===== config.mk =====
export PLATFORM = sky130hd
export DESIGN_NAME = odic_capture_top
export DESIGN_NICKNAME = d
export VERILOG_FILES = /design/src/rtl/odic_pkg.sv /design/src/rtl/odic_smp_if.sv /design/src/rtl/odic_sampler.sv /design/src/rtl/odic_capture_top.sv
export VERILOG_INCLUDE_DIRS = /design/src /design/src/rtl
export SDC_FILE = /design/constraint.sdc
export NUM_CORES = 2
export LEC_CHECK = 0
export ABC_CLOCK_PERIOD_IN_PS = 6100
export BUFFER_PORTS_ARGS = -buffer_cell sky130_fd_sc_hd__buf_2
export CORE_MARGIN = 4
export CORE_UTILIZATION = 28
export DETAILED_ROUTE_END_ITERATION = 12
export HOLD_SLACK_MARGIN = 0.1
export SETUP_SLACK_MARGIN = 0.05
export SLEW_MARGIN = 0
export SYNTH_ARGS = -nofsm -noshare
export SYNTH_HDL_FRONTEND = slang
export SYNTH_SLANG_ARGS = --single-unit

===== constraint.sdc =====
create_clock -name core_clk_in -period 6.1 [get_ports core_clk_in]
set_clock_uncertainty 0.05 [all_clocks]
set_input_delay 0.915 -clock core_clk_in [delete_from_list [all_inputs] [get_ports core_clk_in]]
set_output_delay 0.915 -clock core_clk_in [all_outputs]
set_load 0.02 [all_outputs]

===== src/rtl/odic_regs.svh =====
// constants for the oversampled digital input capture block
`ifndef ODIC_REGS_SVH
`define ODIC_REGS_SVH

// ****************************************************************
// channel and image sizing
// ****************************************************************
`define ODIC_CHANNELS 2
`define ODIC_IMAGE_BYTES 254
`define ODIC_MAX_BLOCKS 254
`define ODIC_BLOCK_PAD_W 6

// ****************************************************************
// timing
// ****************************************************************
`define ODIC_CLK_PERIOD_NS 50
`define ODIC_MIN_INTERVAL_NS 1000
`define ODIC_MIN_INTERVAL_CYC \
  ((`ODIC_MIN_INTERVAL_NS + `ODIC_CLK_PERIOD_NS - 1) / `ODIC_CLK_PERIOD_NS)

// ****************************************************************
// reset values
// ****************************************************************
`define ODIC_RST_BYTE 8'h00
`define ODIC_RST_WORD 32'h0000_0000

`endif


===== src/rtl/odic_pkg.sv =====
// types shared by the capture block modules
package odic_pkg;

  typedef enum logic [1:0] {
    ODIC_ST_WAIT = 2'b01,
    ODIC_ST_RUN = 2'b10
  } odic_state_e;

  typedef enum logic [1:0] {
    ODIC_SMP_IDLE = 2'b01,
    ODIC_SMP_ARMED = 2'b10
  } odic_smp_state_e;

endpackage


===== src/rtl/odic_smp_if.sv =====
// sample strobe carrier between the sampler and the capture top
`timescale 1ns/1ps
interface odic_smp_if;
  logic strobe;
  logic [1:0] sample;
  logic [7:0] index;

  modport src (output strobe, output sample, output index);
  modport dst (input strobe, input sample, input index);
endinterface


===== src/rtl/odic_sampler.sv =====
// equidistant sub-cycle sampler locked to the distributed clock time
`timescale 1ns/1ps
`include "odic_regs.svh"
module odic_sampler
  import odic_pkg::*;
(
  // clock and reset
  input wire logic core_clk_in,
  input wire logic rst_in,
  // field inputs and time base
  input wire logic [1:0] chan_in,
  input wire logic [31:0] dc_time_in,
  // control from the capture top
  input wire logic start_in,
  input wire logic [7:0] factor_in,
  input wire logic [31:0] period_in,
  // sample strobes out
  odic_smp_if.src smp
);

  typedef struct packed {
    odic_smp_state_e st;
    logic [31:0] target;
    logic [7:0] count;
    logic strobe;
    logic [1:0] sample;
    logic [7:0] index;
  } odic_smp_s;

  odic_smp_s r;
  odic_smp_s next_r;
  logic due;

  // wrap-safe compare so the time base may roll over mid-cycle
  assign due = ($signed(dc_time_in - r.target) >= 0);

  always_comb begin
    next_r = r;
    next_r.strobe = 1'b0;
    case (r.st)
      ODIC_SMP_IDLE: begin
      end
      ODIC_SMP_ARMED: begin
        if (r.count == factor_in) begin
          next_r.st = ODIC_SMP_IDLE;
        end else if (due) begin
          next_r.strobe = 1'b1;
          next_r.sample = chan_in;
          next_r.index = r.count;
          next_r.count = r.count + 8'h01;
          next_r.target = r.target + period_in;
        end
      end
      default: begin
        next_r.st = ODIC_SMP_IDLE;
      end
    endcase
    // a new bus cycle restarts the grid at the sync instant itself
    if (start_in) begin
      next_r.st = ODIC_SMP_ARMED;
      next_r.count = 8'h00;
      next_r.target = dc_time_in;
    end
  end

  always_ff @(posedge core_clk_in) begin
    if (rst_in) begin
      r <= '{st: ODIC_SMP_IDLE, target: `ODIC_RST_WORD, count: `ODIC_RST_BYTE,
             strobe: 1'b0, sample: 2'b00, index: `ODIC_RST_BYTE};
    end else begin
      r <= next_r;
    end
  end

  assign smp.strobe = r.strobe;
  assign smp.sample = r.sample;
  assign smp.index = r.index;

endmodule // odic_sampler


===== src/rtl/odic_capture_top.sv =====
// two-channel oversampled input capture with double-banked sample sets
`timescale 1ns/1ps
`include "odic_regs.svh"

// Notes on behaviour
// - two independent inputs captured every sample instant
// - n sub-cycle samples per bus cycle
// - one block per sub-cycle, set sent next cycle
// - sample grid taken from distributed clock time
// - equidistant reads, stored until collected
// - finished set complete before any fetch
// - image at most 254 bytes, n limited
module odic_capture_top
  import odic_pkg::*;
#(
  parameter int unsigned MAX_BLOCKS = `ODIC_MAX_BLOCKS,
  parameter int unsigned MIN_INTERVAL_NS = `ODIC_MIN_INTERVAL_NS
) (
  // clock and reset
  input wire logic core_clk_in,
  input wire logic rst_in,
  // field inputs
  input wire logic [1:0] chan_in,
  // distributed clock time base
  input wire logic [31:0] dc_time_in,
  input wire logic dc_sync_in,
  // configuration
  input wire logic [9:0] os_factor_in,
  input wire logic [31:0] sub_period_in,
  // fetch port from the fieldbus slave controller
  input wire logic fetch_req_in,
  input wire logic [7:0] fetch_addr_in,
  output logic [7:0] fetch_data_out,
  output logic fetch_valid_out,
  // set status
  output logic set_ready_out,
  output logic [7:0] set_blocks_out,
  output logic set_short_out,
  output logic [7:0] short_count_out,
  output logic cfg_err_out,
  output logic running_out
);

  // ****************************************************************
  // state
  // ****************************************************************
  typedef struct packed {
    odic_state_e st;
    logic [1:0][MAX_BLOCKS-1:0][1:0] mem;
    logic act;
    logic [7:0] fill;
    logic [7:0] rdy_blocks;
    logic rdy_valid;
    logic short_set;
    logic [7:0] short_count;
    logic [7:0] n;
    logic [31:0] period;
    logic cfg_err;
    logic [7:0] fdata;
    logic fvalid;
  } odic_top_s;

  odic_top_s r;
  odic_top_s next_r;
  logic cfg_bad;
  logic start;
  logic [7:0] fill_now;
  localparam int unsigned CHANNELS = `ODIC_CHANNELS;

  logic factor_zero;
  logic factor_big;
  logic period_short;
  logic take;
  logic [1:0] sealed_blk;
  logic [7:0] sealed_byte;

  odic_smp_if smp_bus ();

  // ****************************************************************
  // helpers
  // ****************************************************************
  // true when a byte index lands inside a set of the given length
  function automatic logic blk_hit(input logic [7:0] addr, input logic [7:0] blocks);
    blk_hit = (addr < blocks);
  endfunction

  // ****************************************************************
  // configuration check
  // ****************************************************************
  assign factor_zero = (os_factor_in == 10'h000);
  // one byte per block, so n is capped at the image size
  assign factor_big = ({22'h00_0000, os_factor_in} > MAX_BLOCKS);
  assign period_short = (sub_period_in < MIN_INTERVAL_NS);
  assign cfg_bad = factor_zero || factor_big || period_short;

  // refused settings never start or restart the sampler, so no refused grid can overrun the image
  assign start = dc_sync_in && !cfg_bad;

  // ****************************************************************
  // strobe intake
  // ****************************************************************
  // strobes from a grid that a refused sync abandoned are dropped,
  // so a later restart never inherits stale blocks
  assign take = smp_bus.strobe && (r.st == ODIC_ST_RUN) &&
                blk_hit(smp_bus.index, 8'(MAX_BLOCKS));

  // ****************************************************************
  // sampler
  // ****************************************************************
  // factor and period follow the value latched on this edge, so a restart and its grid agree
  odic_sampler u_sampler (
    .core_clk_in(core_clk_in),
    .rst_in(rst_in),
    .chan_in(chan_in),
    .dc_time_in(dc_time_in),
    .start_in(start),
    .factor_in(next_r.n),
    .period_in(next_r.period),
    .smp(smp_bus.src)
  );

  // ****************************************************************
  // fetch byte assembly
  // ****************************************************************
  // index bounded first so a fetch past the set never reads beyond the bank
  assign sealed_blk = blk_hit(fetch_addr_in, r.rdy_blocks) ?
                      r.mem[~r.act][fetch_addr_in] : 2'b00;

  // bit k of a block carries channel k, the spare upper bits read as zero
  for (genvar b = 0; b < 8; b++) begin : g_fetch_bit
    if (b < CHANNELS) begin : g_chan
      assign sealed_byte[b] = sealed_blk[b];
    end else begin : g_pad
      assign sealed_byte[b] = 1'b0;
    end
  end

  // ****************************************************************
  // next state
  // ****************************************************************
  always_comb begin
    next_r = r;
    next_r.fvalid = 1'b0;
    fill_now = r.fill;

    // a strobe in the sync cycle still belongs to the bank being sealed
    if (take) begin
      next_r.mem[r.act][smp_bus.index] = smp_bus.sample;
      fill_now = smp_bus.index + 8'h01;
    end
    next_r.fill = fill_now;

    case (r.st)
      ODIC_ST_WAIT: begin
        if (dc_sync_in) begin
          next_r.cfg_err = cfg_bad;
        end
        if (start) begin
          next_r.st = ODIC_ST_RUN;
          next_r.fill = 8'h00;
          next_r.n = os_factor_in[7:0];
          next_r.period = sub_period_in;
        end
      end
      ODIC_ST_RUN: begin
        if (dc_sync_in) begin
          // seal the finished cycle and flip banks in one edge
          next_r.rdy_blocks = fill_now;
          next_r.rdy_valid = (fill_now == r.n);
          next_r.short_set = (fill_now != r.n);
          if ((fill_now != r.n) && (r.short_count != 8'hff)) begin
            next_r.short_count = r.short_count + 8'h01;
          end
          next_r.act = ~r.act;
          next_r.fill = 8'h00;
          next_r.cfg_err = cfg_bad;
          // a refused config still seals the cycle that just ended
          if (cfg_bad) begin
            next_r.st = ODIC_ST_WAIT;
          end else begin
            next_r.n = os_factor_in[7:0];
            next_r.period = sub_period_in;
          end
        end
      end
      default: begin
        next_r.st = ODIC_ST_WAIT;
      end
    endcase

    // fetches read only the sealed bank, never the one being filled
    if (fetch_req_in) begin
      next_r.fvalid = 1'b1;
      next_r.fdata = sealed_byte;
    end
  end

  // ****************************************************************
  // registers
  // ****************************************************************
  always_ff @(posedge core_clk_in) begin
    if (rst_in) begin
      r <= '0;
      r.st <= ODIC_ST_WAIT;
    end else begin
      r <= next_r;
    end
  end

  // ****************************************************************
  // outputs
  // ****************************************************************
  assign fetch_data_out = r.fdata;
  assign fetch_valid_out = r.fvalid;
  assign set_ready_out = r.rdy_valid;
  assign set_blocks_out = r.rdy_blocks;
  assign set_short_out = r.short_set;
  assign short_count_out = r.short_count;
  assign cfg_err_out = r.cfg_err;
  assign running_out = (r.st == ODIC_ST_RUN);

endmodule // odic_capture_top


# Yosys cells after proc, flatten, opt, wreduce, memory -nomap -nowiden
# Index checks and enable logic that the tools add are counted.
# W data, S select, Z words.
[word_totals] elab_cells=612 output_inout_bits=29 ff_bits=1142 inputBits=88
[op_classes] n_eq_ne=15 n_bitwise=3 add_sub_neg=5 magnitude_cmp=11 n_reduce_logical=22 n_mux=30
[op_table] operator="$mux W508" count=3
[op_table] operator="$bwmux W1016" count=1
[op_table] operator="$demux W508 S1" count=1
[op_table] operator="$mux W51" count=3
[op_table] operator="$pmux W41 S2" count=1
[op_table] operator="$mux W40" count=2
[op_table] operator="$mux W67" count=1
[op_table] operator="$mux W42" count=1
[op_table] operator="$add A32 B32 Y32" count=1
[op_table] operator="$ge A32 B1 Y1 const B" count=1
[op_table] operator="$lt A32 B10 Y1 const B" count=1
[op_table] operator="$sub A32 B32 Y32" count=1
[op_table] operator="$add A8 B1 Y8 const B" count=3
[op_table] operator="$mux W8" count=3
[op_table] operator="$lt A8 B9 Y1 const B" count=2
[op_table] operator="$bmux W2 S8" count=1
[op_table] operator="$demux W2 S8" count=1
[op_table] operator="$eq A8 B8 Y1" count=2
[op_table] operator="$pmux W8 S2" count=1
[op_table] operator="$reduce_and A3 Y1" count=5
[op_table] operator="$mux W2" count=7
[op_table] operator="$gt A10 B8 Y1 const B" count=1
[op_table] operator="$logic_not A10 Y1" count=1
[op_table] operator="$ne A2 B2 Y1 const B" count=5
[op_table] operator="other kinds (21)" count=37

# Longest topological paths before layout
[depth] ltp_word=14 ltp_mapped=22 ltp_nobuf=19

# Hierarchy
# From an unflattened synthesis, not the netlist that was laid out.
[hier_totals] cells_unflattened=6928 hier_area_um2=55408.1
[by_module_without_submodules] module="odic_capture_top" cells_per_inst=6327 instances=1 area_each_um2=50628.6 seq_area_each_um2=21800.9
[by_module_without_submodules] module="odic_sampler" cells_per_inst=601 instances=1 area_each_um2=4779.6 seq_area_each_um2=1061.0

# Least setup slack after synthesis
# Ideal clock, no wire load.
[synth_timing] kind="input-to-reg" start="in sub_period_in[12]" end="reg u_sampler.r[47] (netlist bit)" required_time_ps=5959 arrival_time_ps=5353 setup_ps=91 setup_slack_ps=606 stages=18 path_buffers=2 path_cell_list="nor4_1 nand4_1 a311o_1 clkbuf_1 nand2_1 clkbuf_1 mux2i_1 nor2_1 ha_1 o21ai_0 a211oi_1 a21bo_2 a31o_2 a2111o_1 a21oi_1 nor3_1 or4b_1 a311oi_1"
[synth_lines] element="start: declaration" line_no="odic_capture_top.sv:29" text="input wire logic [31:0] sub_period_in,"
[synth_lines] element="end signal: assignment" line_no="odic_sampler.sv:68" text="r <= '{st: ODIC_SMP_IDLE, target: `ODIC_RST_WORD, count: `ODIC_RST_BYTE,"
[synth_lines] element="end signal: assignment" line_no="odic_sampler.sv:71" text="r <= next_r;"
[synth_lines] element="end: declaration" line_no="odic_sampler.sv:30" text="odic_smp_s r;"

==> results.tsv <==
metric	value	unit
p_leak	19.2	nW
clock_sinks	1142	
worst-path-max-fanout	9	
final_antenna_net_count	0	
hpwl	107000	microns
netlist_top_cells_area	dfxtp_1 (41%), mux4_2 (11%), nand2_1 (10%)	
cp-end-kind	flop	
track_usage	16.2	%
cts_setup_buffers	0	
timing.fmax	184	MHz
antenna_found_initial	3	
synth_top_area_cell	dfxtp_1	
instances_no_fill	9289	
path_clk_slew	60	ps
h-tree-depth	3	
synthFlopType	dfxtp_1	
cts_hold_buf	0	
place_inst	9070	
grt_pass1_wl	271000	microns
cp_data_required_time	6670	ps
setup_viol	0	
drive_gt1_share	11.8	%
rsz0062_at_grt	no	
syn_avg_cell_area	8.09	sq um
wl_per_cell	18.8	microns
ios	117	
fin_nets	6724	
crit_arrival	6000	ps
fillCellCount	20500	
r2r-start	r[1093]$_SDFFE_PP1P_	
min_from	chan_in[1]	
status	finished, final reports clean	
drt_iter0_markers	5252	
die_w	455	microns
grt_overflow	0	
ys_async_sr_fraction	0	%
synth_area	55900	sq um
final_hold_viol_count	0	
clk_latency	750	ps
viasPerCell	5.37	
yosysMostFrequentCell	nand2_1	
synth_cells	6918	
yosys.area.top_type_share	40.9	%
totalPowerFinal	15.8	mW
cap_viol_max_count	0	
drcViolationCount	0	
crit_path_start_kind	flop	
route.vias.total	49900	
min_period_over_period	89.0	%
ys_seq_area_share	40.9	%
area_growth	11.3	%
cts_tree	yes	
synthTopCellsByCount	nand2_1 (1558), dfxtp_1 (1142), a21oi_1 (1120), nand3_1 (958), clkbuf_1 (521)	
whs_path_depth	3	
ir_drop	227	uV
critPathKind	flop to flop	
yosys.cell_types.count	76	
cp-startpoint	r[1093]$_SDFFE_PP1P_	
initial_utilization	28.2	%
clockRootBuffer	clkbuf_16	
synth-seq-cells	1142	
rows	163	
slew_headroom	15.7	%
r2r_cells	19	
tns	0	ps
postCtsResizedCells	0	
grt_pass1_vias	46900	
drv_slew	0	
die_area	207000	sq um
cts_buffer_depth	3	
cts_made_buffers	117	
place.gp.congestion	0.855	
worstMarginPinSlew	1260	ps
core-area	198000	sq um
drtPass1Iterations	6	
yosys_warnings	0	
postLayoutCoreUtil	31.4	%
period_minus_slack	5430	ps
routed_wl	174000	microns
p_per_area	253	nW/um^2
synth_edf_count	0	
numPortBuffers	110	
grt_max_degree	215	
hp-class	input pin to flop	
die_h	455	microns
-- sequential cells by signal (all words and copies together) (netlist names), 2 cells and up --
name	flops
set_blocks_out	8
u_sampler.r	42
u_sampler.smp.sample	2
r	1067
fetch_data_out	2
short_count_out	8
u_sampler.smp.index	8
-- power by group --
part,switching (mW),total (mW),internal [mW]
logic,0.520,0.749,0.229
registers,0.0190,7.50,7.48
clock network,3.19,7.52,4.33
total,3.73,15.8,12.0
-- worst paths after layout --
check	end	slack, ps
worst max-delay path	u_sampler.r[47]$_SDFFE_PP0P_	670
worst min-delay path	u_sampler.smp.sample[1]$_SDFFE_PP0P_	370
worst max register to register	u_sampler.r[47]$_SDFFE_PP0P_	670
worst min register to register	r[676]$_SDFFE_PP0P_	400
-- per-stage QoR --
step / worst slack [ps] / cell area [sq um] / hold WS (ps)
floorplan: 606 / 56000 / 383
global placement: 203 / 58200 / 389
detailed placement: 219 / 58200 / 394
CTS: 710 / 62300 / 308
global route: 412 / 62300 / 369
finish: 669 / 62300 / 368
-- per-layer routing --
layer  routed length (microns)  global-route usage [%]  share of wire [%]  vias up
met5                         0                       0                  0        -
met4                      5470                    5.08                3.1        0
met3                     10700                    2.28                6.1      299
met2                     82700                    27.0                 47     1658
met1                     75500                    21.6                 43    24400
li1                          -                       -                  -    23500
-- critical path, stage by stage, from the launching register on --
cell and delay [ps]:
dfxtp_1 360, inv_1 70, ha_1 380, nand2b_1 220
or3_1 530, nor2_1 310, mux2i_1 140, nor2_1 120
ha_1 200, inv_1 70, fa_1 420, nand2b_1 180
a21o_1 210, a21bo_2 230, a31o_2 220, a2111o_1 480
a21oi_1 250, nor3_1 60, or4b_1 480, a311oi_1 320
-- cells in the final DEF, fill, tap and decap left out, types with 24 or more instances in the layout --
cell type / n
buf_4: 110
xnor2_1: 30
inv_1: 62
dfxtp_1: 1139
a311oi_1: 28
clkbuf_1: 24
clkbuf_8: 26
nand4_1: 25
nor3_1: 51
ha_1: 86
clkinv_2: 30
buf_2: 107
mux4_2: 273
nor2_1: 203
a21oi_1: 1120
o21ai_1: 27
nand2_1: 1556
a21o_1: 26
o21ai_0: 178
mux2i_1: 127
nand3_1: 955
clkbuf_16: 117
-- cell families (layout without fill, tap and decap cells) --
kind of cell / Yosys count / after routing / synth area share (%)
AO/OA/AOI/OAI: 1501 / 1501 / 14.4
XOR/XNOR: 47 / 47 / 0.736
adder cells (fa/ha/maj): 87 / 87 / 1.96
buffers and inverters: 792 / 516 / 5.85
flip-flops: 1142 / 1142 / 40.9
multiplexers: 402 / 402 / 13.3
other: 1 / 8 / 0.00670
AND/OR/NAND/NOR: 2946 / 2946 / 22.8
-- final cells by class --
class	instances	area [sq um]	area share (%)
Timing Repair Buffer	236	1730	2.78
Antenna cell	2	5.00	0.00804
Multi-Input combinational cell	4989	30100	48.3
Tap cell	2640	3300	5.31
Clock buffer	167	3380	5.42
Inverter	63	239	0.384
Sequential cell	1142	22900	36.7
Clock inverter	50	638	1.02
(Power assumes the default switching activity.)
